$ cat src/hw/lpm_consts.svh
// constants for the low power mode controller
`ifndef LPM_CONSTS_SVH
`define LPM_CONSTS_SVH

// wake source vector layout
`define WK_W          13
`define WK_RADIO      0
`define WK_BOR        1
`define WK_PVD        2
`define WK_RTC        3
`define WK_INDEPENDENT_WATCHDOG       4
`define WK_SERIAL     5
`define WK_I2C        6
`define WK_LPTIM1     7
`define WK_LPTIM2     8
`define WK_RST_PIN    9
`define WK_ANY_IO     10
`define WK_PIN0       11
`define WK_PIN1       12

// per-mode wake masks
`define WKM_NONE      13'h0000
`define WKM_SLEEP     13'h1fff
`define WKM_STOP01    13'h07ff
`define WKM_DEEPEST_STOP_LEVEL     13'h069f
`define WKM_STANDBY   13'h1a1b
`define WKM_SHUTDOWN  13'h1808

// peripherals that may ask for the on-demand oscillator
`define OSC_REQ_W     2
`define OSC_FEED_NONE 2'h0

// wake latency in clock cycles
`define TMR_W         8
`define WAKE_SLEEP_CYC 8'h09
`define WAKE_DEEP_CYC  8'h10
`define TMR_ONE       8'h01
`define TMR_ZERO      8'h00

`endif

$ cat src/hw/lpm_pkg.sv
// types of the low power mode controller
package lpm_pkg;

	// power modes, ordered from shallowest to deepest
	typedef enum logic [3:0] {
		M_RUN      = 4'b0000,
		M_LOW_POWER_RUN    = 4'b0001,
		M_SLEEP    = 4'b0010,
		M_LOW_POWER_SLEEP  = 4'b0011,
		M_STOP0    = 4'b0100,
		M_STOP1    = 4'b0101,
		M_DEEPEST_STOP_LEVEL    = 4'b0110,
		M_STANDBY  = 4'b0111,
		M_SHUTDOWN = 4'b1000
	} mode_t;

	// sequencer states
	typedef enum logic [1:0] {
		ST_ACTIVE = 2'b00,
		ST_LOW    = 2'b01,
		ST_WAKE   = 2'b10
	} st_t;

	// i/o pull held in standby and shutdown
	typedef enum logic [1:0] {
		PULL_FLOAT = 2'b00,
		PULL_UP    = 2'b01,
		PULL_DOWN  = 2'b10
	} pull_t;

endpackage : lpm_pkg

$ cat src/hw/wake_timer.sv
// down counter that times the wake-up latency
`timescale 1ns/1ps
`include "lpm_consts.svh"

module wake_timer (
	input  wire logic              clock,
	input  wire logic              rst_b,
	input  wire logic              load,
	input  wire logic [`TMR_W-1:0] load_val,
	output logic                   done
);
	logic [`TMR_W-1:0] cnt_ff;  // cycles left
	logic [`TMR_W-1:0] nxt_cnt;

	// reload on request, otherwise count down to zero
	always_comb begin
		nxt_cnt = cnt_ff;
		if (load) begin
			nxt_cnt = load_val;
		end else if (cnt_ff != `TMR_ZERO) begin
			nxt_cnt = cnt_ff - `TMR_ONE;
		end
	end

	always_ff @(posedge clock) begin
		if (!rst_b) begin
			cnt_ff <= `TMR_ZERO;
		end else begin
			cnt_ff <= nxt_cnt;
		end
	end

	// last cycle of the count
	assign done = (cnt_ff == `TMR_ONE);
endmodule : wake_timer

$ cat src/hw/low_power_mode_controller.sv
// power mode sequencer: entry, wake-up, memories, clocks, pulls
`timescale 1ns/1ps
`include "lpm_consts.svh"

module low_power_mode_controller (
	input  wire logic                  clock,
	input  wire logic                  rst_b,
	input  wire logic                  host_mode_valid,
	input  wire lpm_pkg::mode_t        host_mode_req,
	input  wire lpm_pkg::mode_t        radio_mode_req,
	input  wire logic                  radio_active,
	input  wire logic                  radio_txrx_need,
	input  wire logic                  irq_any,
	input  wire logic [`WK_W-1:0]      wake_src,
	input  wire logic                  serial_start_bit,
	input  wire logic                  serial_addr_match,
	input  wire logic                  serial_frame_done,
	input  wire logic                  i2c_addr_match,
	input  wire logic [`OSC_REQ_W-1:0] osc_req,
	input  wire logic                  sram_retain_select,
	input  wire logic                  flash_pd_cfg,
	input  wire logic                  main_sram_clk_gate,
	input  wire logic                  second_sram_clk_gate,
	input  wire lpm_pkg::pull_t        io_pull_cfg,
	input  wire logic                  flash_prog_req,
	output lpm_pkg::mode_t             power_mode,
	output logic                       host_core_halted,
	output logic                       regulator_low_power,
	output logic                       periph_frozen,
	output logic                       lptim2_enabled,
	output logic                       flash_powered,
	output logic                       main_sram_bank_pwr,
	output logic                       retained_sram_bank_pwr,
	output logic                       auxiliary_sram_bank_pwr,
	output logic                       main_sram_clk_en,
	output logic                       second_sram_clk_en,
	output logic                       radio_crystal_osc_en,
	output logic                       on_demand_internal_osc_en,
	output logic [`OSC_REQ_W-1:0]      osc_feed,
	output logic [`WK_W-1:0]           wake_enable,
	output logic                       serial_wake_irq,
	output logic                       i2c_wake_irq,
	output lpm_pkg::pull_t             io_pull_hold,
	output logic                       flash_prog_ack,
	output logic                       flash_prog_refused
);
	import lpm_pkg::*;

	// sleep or low-power sleep: core halted, peripherals run
	function automatic logic is_sleep(input mode_t m);
		is_sleep = (m == M_SLEEP) || (m == M_LOW_POWER_SLEEP);
	endfunction : is_sleep

	// stop levels that keep every wake source but the two wake pins
	function automatic logic is_stop01(input mode_t m);
		is_stop01 = (m == M_STOP0) || (m == M_STOP1);
	endfunction : is_stop01

	// wake sources honoured in each mode
	function automatic logic [`WK_W-1:0] wake_mask(input mode_t m);
		case (m)
			M_SLEEP, M_LOW_POWER_SLEEP: wake_mask = `WKM_SLEEP;
			M_STOP0, M_STOP1:   wake_mask = `WKM_STOP01;
			M_DEEPEST_STOP_LEVEL:            wake_mask = `WKM_DEEPEST_STOP_LEVEL;
			M_STANDBY:          wake_mask = `WKM_STANDBY;
			M_SHUTDOWN:         wake_mask = `WKM_SHUTDOWN;
			default:            wake_mask = `WKM_NONE;
		endcase
	endfunction : wake_mask

	// sequencer and mode
	st_t   st_ff;          // sequencer state
	st_t   nxt_st;
	mode_t mode_ff;        // mode in force
	mode_t nxt_mode;
	mode_t target;         // arbitrated entry target
	logic  tmr_load;       // start wake latency count
	logic  tmr_done;       // wake latency elapsed
	logic  wake_hit;       // enabled wake source seen
	logic [`TMR_W-1:0] tmr_val;
	logic [`WK_W-1:0]  wk_all;  // wake sources incl. internal events

	// serial and i2c wake events join the external sources
	always_comb begin
		wk_all = wake_src;
		wk_all[`WK_SERIAL] = serial_start_bit | serial_addr_match |
			serial_frame_done;
		wk_all[`WK_I2C] = i2c_addr_match;
	end

	// shallower request wins; radio in use caps the depth
	always_comb begin
		target = (host_mode_req < radio_mode_req) ? host_mode_req :
			radio_mode_req;
		if (radio_active && target > M_DEEPEST_STOP_LEVEL) begin
			target = M_DEEPEST_STOP_LEVEL;
		end
	end

	// any interrupt also wakes from the sleep modes
	assign wake_hit = (st_ff == ST_LOW) &&
		((|(wk_all & wake_mask(mode_ff))) ||
		(is_sleep(mode_ff) && irq_any));

	// sleep wakes in a fixed short time, deeper modes take longer
	assign tmr_val = is_sleep(mode_ff) ? (`WAKE_SLEEP_CYC - `TMR_ONE) :
		(`WAKE_DEEP_CYC - `TMR_ONE);

	// entry from run, wake count, return to run
	always_comb begin
		nxt_st   = st_ff;
		nxt_mode = mode_ff;
		tmr_load = 1'b0;
		case (st_ff)
			ST_ACTIVE: begin
				if (host_mode_valid) begin
					// standby entry with radio active is capped at the deepest stop level
					nxt_mode = target;
					if (target > M_LOW_POWER_RUN) begin
						nxt_st = ST_LOW;
					end
				end
			end
			ST_LOW: begin
				if (wake_hit) begin
					nxt_st   = ST_WAKE;
					tmr_load = 1'b1;
				end
			end
			ST_WAKE: begin
				if (tmr_done) begin
					nxt_st   = ST_ACTIVE;
					nxt_mode = M_RUN;
				end
			end
			default: begin
				nxt_st   = ST_ACTIVE;
				nxt_mode = M_RUN;
			end
		endcase
	end

	always_ff @(posedge clock) begin
		if (!rst_b) begin
			st_ff   <= ST_ACTIVE;
			mode_ff <= M_RUN;
		end else begin
			st_ff   <= nxt_st;
			mode_ff <= nxt_mode;
		end
	end

	wake_timer u_wake_timer (
		.clock    (clock),
		.rst_b    (rst_b),
		.load     (tmr_load),
		.load_val (tmr_val),
		.done     (tmr_done)
	);

	// power, clock and pull outputs, registered with the mode
	logic halt_ff, lpr_ff, frz_ff, lpt2_ff, fl_ff, msr_ff, rsr_ff;
	logic asr_ff, mclk_ff, sclk_ff, xtal_ff, hsi_ff;
	logic nxt_halt, nxt_lpr, nxt_frz, nxt_lpt2, nxt_fl, nxt_msr;
	logic nxt_rsr, nxt_asr, nxt_mclk, nxt_sclk, nxt_xtal, nxt_hsi;
	logic [`OSC_REQ_W-1:0] feed_ff, nxt_feed;
	logic [`WK_W-1:0]      wken_ff, nxt_wken;
	pull_t                 pull_ff, nxt_pull;

	always_comb begin
		nxt_halt = (nxt_mode > M_LOW_POWER_RUN) || (nxt_st == ST_WAKE);
		nxt_lpr  = (nxt_mode == M_LOW_POWER_RUN) || (nxt_mode == M_LOW_POWER_SLEEP) ||
			(nxt_mode == M_STOP1) || (nxt_mode == M_DEEPEST_STOP_LEVEL) ||
			(nxt_mode == M_STANDBY);
		nxt_frz  = (nxt_mode >= M_STOP0);
		nxt_lpt2 = (nxt_mode <= M_STOP1);
		// optional flash power-down only with the radio idle
		nxt_fl   = (nxt_mode <= M_LOW_POWER_SLEEP) &&
			!(flash_pd_cfg && !radio_active &&
			(nxt_mode == M_RUN || nxt_mode == M_SLEEP));
		nxt_msr  = (nxt_mode <= M_DEEPEST_STOP_LEVEL);
		nxt_asr  = (nxt_mode <= M_DEEPEST_STOP_LEVEL);
		if (nxt_mode <= M_DEEPEST_STOP_LEVEL) begin
			nxt_rsr = 1'b1;
		end else if (nxt_mode == M_STANDBY) begin
			nxt_rsr = sram_retain_select;
		end else begin
			nxt_rsr = 1'b0;
		end
		// memory clocks stop in stop levels; gateable while asleep
		nxt_mclk = (nxt_mode <= M_LOW_POWER_SLEEP) &&
			!(is_sleep(nxt_mode) && main_sram_clk_gate);
		nxt_sclk = (nxt_mode <= M_LOW_POWER_SLEEP) &&
			!(is_sleep(nxt_mode) && second_sram_clk_gate);
		nxt_xtal = radio_txrx_need && (nxt_mode <= M_STOP1);
		// oscillator runs only while some peripheral asks for it
		nxt_hsi  = (|osc_req) && (nxt_mode <= M_STOP1);
		nxt_feed = nxt_hsi ? osc_req : `OSC_FEED_NONE;
		nxt_wken = wake_mask(nxt_mode);
		// pulls caught on entry, dropped as soon as the mode ends
		if (nxt_mode == M_STANDBY || nxt_mode == M_SHUTDOWN) begin
			nxt_pull = (mode_ff == nxt_mode) ? pull_ff : io_pull_cfg;
		end else begin
			nxt_pull = PULL_FLOAT;
		end
	end

	always_ff @(posedge clock) begin
		if (!rst_b) begin
			halt_ff <= 1'b0;
			lpr_ff  <= 1'b0;
			frz_ff  <= 1'b0;
			lpt2_ff <= 1'b1;
			fl_ff   <= 1'b1;
			msr_ff  <= 1'b1;
			rsr_ff  <= 1'b1;
			asr_ff  <= 1'b1;
			mclk_ff <= 1'b1;
			sclk_ff <= 1'b1;
			xtal_ff <= 1'b0;
			hsi_ff  <= 1'b0;
			feed_ff <= `OSC_FEED_NONE;
			wken_ff <= `WKM_NONE;
			pull_ff <= PULL_FLOAT;
		end else begin
			halt_ff <= nxt_halt;
			lpr_ff  <= nxt_lpr;
			frz_ff  <= nxt_frz;
			lpt2_ff <= nxt_lpt2;
			fl_ff   <= nxt_fl;
			msr_ff  <= nxt_msr;
			rsr_ff  <= nxt_rsr;
			asr_ff  <= nxt_asr;
			mclk_ff <= nxt_mclk;
			sclk_ff <= nxt_sclk;
			xtal_ff <= nxt_xtal;
			hsi_ff  <= nxt_hsi;
			feed_ff <= nxt_feed;
			wken_ff <= nxt_wken;
			pull_ff <= nxt_pull;
		end
	end

	// wake interrupts and flash programming answers
	logic swk_ff, iwk_ff, fack_ff, fref_ff;
	logic nxt_swk, nxt_iwk, nxt_fack, nxt_fref;

	always_comb begin
		nxt_swk  = is_stop01(mode_ff) && wk_all[`WK_SERIAL];
		nxt_iwk  = is_stop01(mode_ff) && i2c_addr_match;
		// low-power run and every halted mode refuse programming
		nxt_fack = flash_prog_req && (mode_ff == M_RUN) &&
			(st_ff == ST_ACTIVE);
		nxt_fref = flash_prog_req && !nxt_fack;
	end

	always_ff @(posedge clock) begin
		if (!rst_b) begin
			swk_ff  <= 1'b0;
			iwk_ff  <= 1'b0;
			fack_ff <= 1'b0;
			fref_ff <= 1'b0;
		end else begin
			swk_ff  <= nxt_swk;
			iwk_ff  <= nxt_iwk;
			fack_ff <= nxt_fack;
			fref_ff <= nxt_fref;
		end
	end

	assign power_mode                = mode_ff;
	assign host_core_halted          = halt_ff;
	assign regulator_low_power       = lpr_ff;
	assign periph_frozen             = frz_ff;
	assign lptim2_enabled            = lpt2_ff;
	assign flash_powered             = fl_ff;
	assign main_sram_bank_pwr        = msr_ff;
	assign retained_sram_bank_pwr    = rsr_ff;
	assign auxiliary_sram_bank_pwr   = asr_ff;
	assign main_sram_clk_en          = mclk_ff;
	assign second_sram_clk_en        = sclk_ff;
	assign radio_crystal_osc_en      = xtal_ff;
	assign on_demand_internal_osc_en = hsi_ff;
	assign osc_feed                  = feed_ff;
	assign wake_enable               = wken_ff;
	assign serial_wake_irq           = swk_ff;
	assign i2c_wake_irq              = iwk_ff;
	assign io_pull_hold              = pull_ff;
	assign flash_prog_ack            = fack_ff;
	assign flash_prog_refused        = fref_ff;
endmodule : low_power_mode_controller

$ cat config.mk
export PLATFORM = sky130hd
export DESIGN_NAME = low_power_mode_controller
export DESIGN_NICKNAME = d
export VERILOG_FILES = /design/src/hw/lpm_pkg.sv /design/src/hw/wake_timer.sv /design/src/hw/low_power_mode_controller.sv
export VERILOG_INCLUDE_DIRS = /design/src /design/src/hw
export SDC_FILE = /design/constraint.sdc
export NUM_CORES = 1
export LEC_CHECK = 0
export BUFFER_PORTS_ARGS = -buffer_cell sky130_fd_sc_hd__buf_2
export CAP_MARGIN = 15
export CORE_MARGIN = 2
export CORE_UTILIZATION = 49
export CTS_CLUSTER_DIAMETER = 50
export DETAILED_ROUTE_END_ITERATION = 7
export PLACE_DENSITY = 0.81
export RECOVER_POWER = 50
export SLEW_MARGIN = 20
export SYNTH_ARGS = -nofsm -noshare
export SYNTH_HDL_FRONTEND = slang
export SYNTH_SLANG_ARGS = --single-unit
export TNS_END_PERCENT = 100
$ cat constraint.sdc
create_clock -name clock -period 3.4 [get_ports clock]
set_input_delay 0.34 -clock clock [delete_from_list [all_inputs] [get_ports clock]]
set_output_delay 0.34 -clock clock [all_outputs]
set_load 0.03 [all_outputs]
# After elaboration in Yosys (flattened, before gate mapping)
# Cells that the tools add are included.
# Widths: inputs -> output; s select.
[word_totals]
ff_bits = 46
output_inout_bits = 37
wordCells = 119
[op_classes]
mux = 18
bitwise = 4
eq_ne = 20
reduce_logical = 47
order_cmp = 8
n_addsub = 1
[ops]
columns = ["operator", "n"]
rows = [
  ["$pmux 13 s5", 2],
  ["$eq 4x3->1 const B", 8],
  ["$logic_and 1x1->1", 17],
  ["$eq 4x2->1 const B", 4],
  ["$mux 4", 4],
  ["$mux 8", 2],
  ["$and 13x13->13", 1],
  ["$reduce_or 13->1", 1],
  ["$pmux 4 s3", 1],
  ["$reduce_or 2->1", 6],
  ["$logic_or 1x1->1", 11],
  ["$eq 4x4->1 const B", 2],
  ["$eq 8x1->1 const B", 1],
  ["$gt 4x1->1 const B", 2],
  ["$le 4x3->1 const B", 2],
  ["$logic_not 4->1", 2],
  ["$mux 2", 4],
  ["$reduce_bool 8->1", 1],
  ["$sub 8x1->8 const B", 1],
  ["$pmux 2 s3", 1],
  ["$logic_not 1->1", 5],
  ["$eq 2x2->1 const B", 2],
  ["$eq 4x1->1 const B", 1],
  ["$eq 4x4->1", 1],
  ["12 further kinds", 16],
]

# Logic depth before layout (Yosys ltp)
[logic_depth]
ltp_word = 12
mapped_depth = 10
mapped_depth_nobuf = 9

# Hierarchy
# From an unflattened synthesis, not the netlist that was laid out.
[hier_totals]
hier_cells = 241
hier_area_um2 = 2094.5
[by_module_without_submodules]
columns = ["mod", "instances", "area_each_um2", "cells_each", "seq_area_each_um2"]
rows = [
  ["low_power_mode_controller", 1, 1599.0, 187, 600.6],
  ["wake_timer", 1, 495.5, 54, 160.2],
]

# Least setup slack after synthesis
# No wires, ideal clock.
[synth_timing]
path_kind = "input to register"
start = "input port radio_mode_req[2]"
end = "register pull_ff[0] (netlist: io_pull_hold[0])"
setup_slack_ns = 0.488
arrival_ns = 2.817
path_stages = 10
required_time_ns = 3.305
path_cell_list = "inv_1 ha_1 a21o_1 a221oi_4 mux2i_1 a21oi_1 a21o_1 clkbuf_1 or4_4 a221oi_1"
[synth_via]
elab_chain_cells = 10
word_cells_on_any_way = 12
[synth_rtl]
columns = ["item", "line", "text"]
rows = [
  ["from (decl)", "low_power_mode_controller.sv:10", "input wire lpm_pkg::mode_t radio_mode_req,"],
  ["$lt 4x4->1", "low_power_mode_controller.sv:93", "target = (host_mode_req < radio_mode_req) ? host_mode_req :"],
  ["$mux 4 (*)", "low_power_mode_controller.sv:93", ""],
  ["$gt 4x3->1", "low_power_mode_controller.sv:95", "if (radio_active && target > M_DEEPEST_STOP_LEVEL) begin"],
  ["$logic_and 1x1->1", "low_power_mode_controller.sv:95", ""],
  ["$mux 4 (*)", "low_power_mode_controller.sv:95", ""],
  ["$mux 4 (*)", "low_power_mode_controller.sv:116", "if (host_mode_valid) begin"],
  ["$pmux 4 s3 (*)", "low_power_mode_controller.sv:114", "case (st_ff)"],
  ["$eq 4x3->1 / $eq 4x4->1 (equally long branches)", "low_power_mode_controller.sv:201", "if (nxt_mode == M_STANDBY || nxt_mode == M_SHUTDOWN) begin"],
  ["$logic_or 1x1->1", "low_power_mode_controller.sv:201", ""],
  ["$reduce_and 2->1 (no line)", "--", ""],
  ["to (signal assigned)", "low_power_mode_controller.sv:240", "pull_ff <= nxt_pull;"],
  ["to (decl)", "low_power_mode_controller.sv:168", "pull_t pull_ff, nxt_pull;"],
]
# Mark *: on every way between the ends. The rest lies on a longest branch, timed or not.
# A chain may end at the register's enable or synchronous reset.

# Worst setup path in the final report
[layout_timing]
start = "input port radio_mode_req[2]"
end = "register pull_ff[1] (netlist: io_pull_hold[1])"
# Same word-level chain as after synthesis.

==> results by group <==
Status
  – Status: completed

Logic synthesis
  – Fraction of registers with async set/reset: 0%
  – EDFF count, synth: 0
  – Synthesized cell area: 0.00202 mm^2
  – Dominant synthesized flop cell: dfxtp_1
  – Sequential share of the synthesized area: 37.6%
  – Synthesized flop and latch total: 38
  – Yosys Warn Count: 0
  – Unique cell type count in the Yosys netlist: 52
  – Synth top area cells: dfxtp_1 (38%), a21oi_1 (4.5%), nor2_1 (4.3%), ha_1 (3.7%), buf_4 (3.3%)
  – Syn Inst Count: 234
  – Syn nets: 280
  – Avg Cell Area, Syn: 8.64 um^2
  – Top cell type's share of synthesized area: 37.6%
  – Yosys top cell by area: dfxtp_1

Clocking
  – Worst-Skew Late Latency: 0.28 ns
  – CTS tree: built
  – CTS sink cnt: 38
  – Clk slew on worst S/H paths: 0.07 ns
  – Htree depth: 2
  – Hold buffer count at cts: 0
  – CTS root buf: clkbuf_8
  – Clock buffer depth: 2
  – Post-CTS setup buffer count: 0
  – CTS buffer count: 5
  – Post-cts resize count: 0

GRT
  – Tot GR Track Use: 20.7%
  – Vias in the first global route: 1689
  – Largest net degree at the start of global routing: 15
  – First-pass GRT wire length: 7310 um
  – Total gr overflow: 0
  – Initial antenna violation count: 0

Route
  – Vias: 1921
  – Routed len/inst: 13.2 um
  – Total Routed Length: 4640 um
  – Pre-antenna DRT Iters: 4
  – Routed Antenna Nets: 0
  – Number of vias per cell: 5.47
  – Initial DRC Count: 119
  – Drt drc: 0

Pwr
  – Pwr dens: 613 mW/mm^2
  – Internal Pwr Total: 909 uW
  – Combinational power share: 39.7%
  – Leakage: 0.00106 uW
  – Clk pwr share: 21.2%
  – Maximum vdd drop: 0.000427 V
  – Flop pwr share: 39.1%
  – Sw Share: 39.0%
  – Net switching power: 580 uW

STA
  – Worst slew margin: 60.4%
  – Fmax: 0.365 GHz
  – Worst Max-Slew Pin Slew: 0.592 ns
  – Final-report setup violation count: 0
  – Minimum clock period: 2.74 ns
  – Final worst slack: 0.658 ns
  – Setup Skew: 0.00533 ns
  – Final Cycle Share: 80.6%
  – RSZ-0062 raised after global routing: false
  – Max Slew Vio Count: 0
  – Worst hold slack: 0.219 ns
  – Final hold violation count: 0
  – Setup TNS: 0 ns

Floorplanning
  – Core Area: 0.00397 mm^2
  – Die Area: 0.00466 mm^2
  – Initial Utilization: 50.9%
  – I/O Pins: 77
  – Chip height: 68.2 um
  – FP Rows: 23
  – Chip width: 68.2 um

Finish
  – Final #Nets: 346
  – Most common cell after layout, fill and taps aside: buf_2
  – Finished Layout Cells: 351
  – Most frequent cells in the layout: buf_2 (41), dfxtp_1 (38), clkbuf_1 (33)
  – Share of cells above drive strength 1: 22.6%
  – ANT cells: 0
  – Synth-to-Final Area Change: 20.0%
  – Fin area: 0.00243 mm^2

Setup path
  – Critical path, cell by cell: buf_2 -> inv_1 -> ha_1 -> a21o_1 -> a221oi_4 -> mux2i_1 -> a21oi_1 -> a21o_1 -> or4_4 -> a221oi_1
  – Cell mode on critical path: a21o_1
  – R2R Path End: io_pull_hold[1]
  – Data arrival time of the worst path: 2.93 ns
  – Critical Path RT: 3.59 ns
  – Setup CP Type: in -> reg
  – Critical path's slowest cell: or4_4
  – Critical Path Max Stage Delay: 0.59 ns
  – CP endpoint kind: flip-flop
  – CP Launch Type: input port
  – Worst r2r src: u_wake_timer.cnt_ff[4]
  – Critical path peak fanout: 9
  – Setup slack, reg-to-reg: 0.99 ns
  – R2r worst-path depth: 6

Placement
  – Cell area after placement: 0.00237 mm^2
  – GP Congestion: 0.933
  – IO buf count: 74
  – Post-DP HPWL: 3550 um
  – Cell Count Post-Placement: 343
  – Setup WS pre-CTS: 0.371 ns

Flow run
  – Max cap viols: 0

Worst hold path
  – End of the worst hold path: main_sram_clk_en
  – Hold/Removal Path Class: in -> reg
  – Hold path startpoint: main_sram_clk_gate
  – Hold Crit Depth: 2
==> routing by layer <==
metal	global-route usage (%)	share of wire [%]
met4	4.00	1.1
met1	24.7	43
met5	0	0
met2	36.9	48
met3	5.92	7.0
==> synthesized netlist by cell type (2+ instances only) <==
cell type and instances:
a21oi_1 18, and2_1 7, o31ai_1 4, nor3_1 7
nand3_1 8, mux2_2 2, nor3b_1 2, o211ai_1 6
a221oi_1 3, nor4_1 2, ha_1 6, a211o_1 2
xnor2_1 3, nand2_1 15, nor2b_1 3, nand4b_1 2
nand2b_1 2, o21ai_0 6, xor2_1 2, nand4_1 4
a21o_1 3, a31oi_1 4, nor2_1 23, buf_4 9
a31o_2 2, clkbuf_1 7, a211oi_1 5, o21a_1 2
dfxtp_1 38, inv_1 13, mux2i_1 3
==> worst max path at each step <==
| stage | from | to | slack [ns] | cells after the start |
|---|---|---|---|---|
| after detailed placement | radio_mode_req[2] | io_pull_hold[1] | 0.37 | 10 |
| after global placement | radio_mode_req[2] | io_pull_hold[1] | 0.38 | 10 |
| after floorplan | radio_mode_req[2] | io_pull_hold[0] | 0.49 | 10 |
| final | radio_mode_req[2] | io_pull_hold[1] | 0.66 | 10 |
| after CTS | radio_mode_req[2] | io_pull_hold[1] | 0.67 | 10 |
| after global routing | radio_mode_req[2] | io_pull_hold[0] | 0.46 | 10 |
==> final cells by class <==
| type | instances | area, um^2 |
|---|---|---|
| fill | 385 | 1540 |
| multi-input combinational | 165 | 1110 |
| inverter | 13 | 48.8 |
| tap | 50 | 62.6 |
| clock inverter | 2 | 12.5 |
| clock buffer | 6 | 82.6 |
| sequential | 38 | 761 |
| timing repair buffer | 77 | 352 |
==> sequential cells by signal (all words and copies together) (netlist names) <==
name,flops
auxiliary_sram_bank_pwr,1
flash_powered,1
flash_prog_ack,1
flash_prog_refused,1
host_core_halted,1
i2c_wake_irq,1
io_pull_hold,2
lptim2_enabled,1
main_sram_clk_en,1
on_demand_internal_osc_en,1
osc_feed,2
periph_frozen,1
power_mode,4
radio_crystal_osc_en,1
regulator_low_power,1
retained_sram_bank_pwr,1
second_sram_clk_en,1
serial_wake_irq,1
st_ff,2
u_wake_timer.cnt_ff,8
wake_enable,5
==> worst max-delay path, delay by kind of cell <==
kind                     cells  cell delay (ns)
AO/OA/AOI/OAI                5             1.26
adder cells (fa/ha/maj)      1             0.27
buffers and inverters        2             0.16
multiplexers                 1             0.32
AND/OR/NAND/NOR              1             0.59
==> power by group through the flow <==
| stage | Combinational (uW) | Sequential [uW] | Clock, uW |
|---|---|---|---|
| 2_1_floorplan | 420 | 648 | 0 |
| 5_1_grt | 655 | 594 | 343 |
| 3_5_place_dp | 599 | 591 | 0 |
| 3_3_place_gp | 592 | 588 | 0 |
| 4_1_cts | 606 | 581 | 324 |
| 6_report | 591 | 583 | 315 |
==> through the flow <==
| step | utilization [%] | power, uW |
|---|---|---|
| 3_5_place_dp | 59.8 | 1190 |
| 3_3_place_gp | 59.8 | 1180 |
| 4_1_cts | 62.2 | 1510 |
| 6_report | 61.1 | 1490 |
| 5_1_grt | 61.1 | 1590 |
| 2_1_floorplan | - | 1070 |
==> logic make-up after synthesis <==
kind of cell / Yosys count / synth area share, %
buf+inv: 31 / 7.55
compound gates: 67 / 25.0
flops: 38 / 37.6
simple gates: 81 / 20.6
mux: 6 / 3.34
xor+xnor: 5 / 2.17
fa+ha+maj: 6 / 3.71
Note: power is estimated with default switching activity, not from simulation.
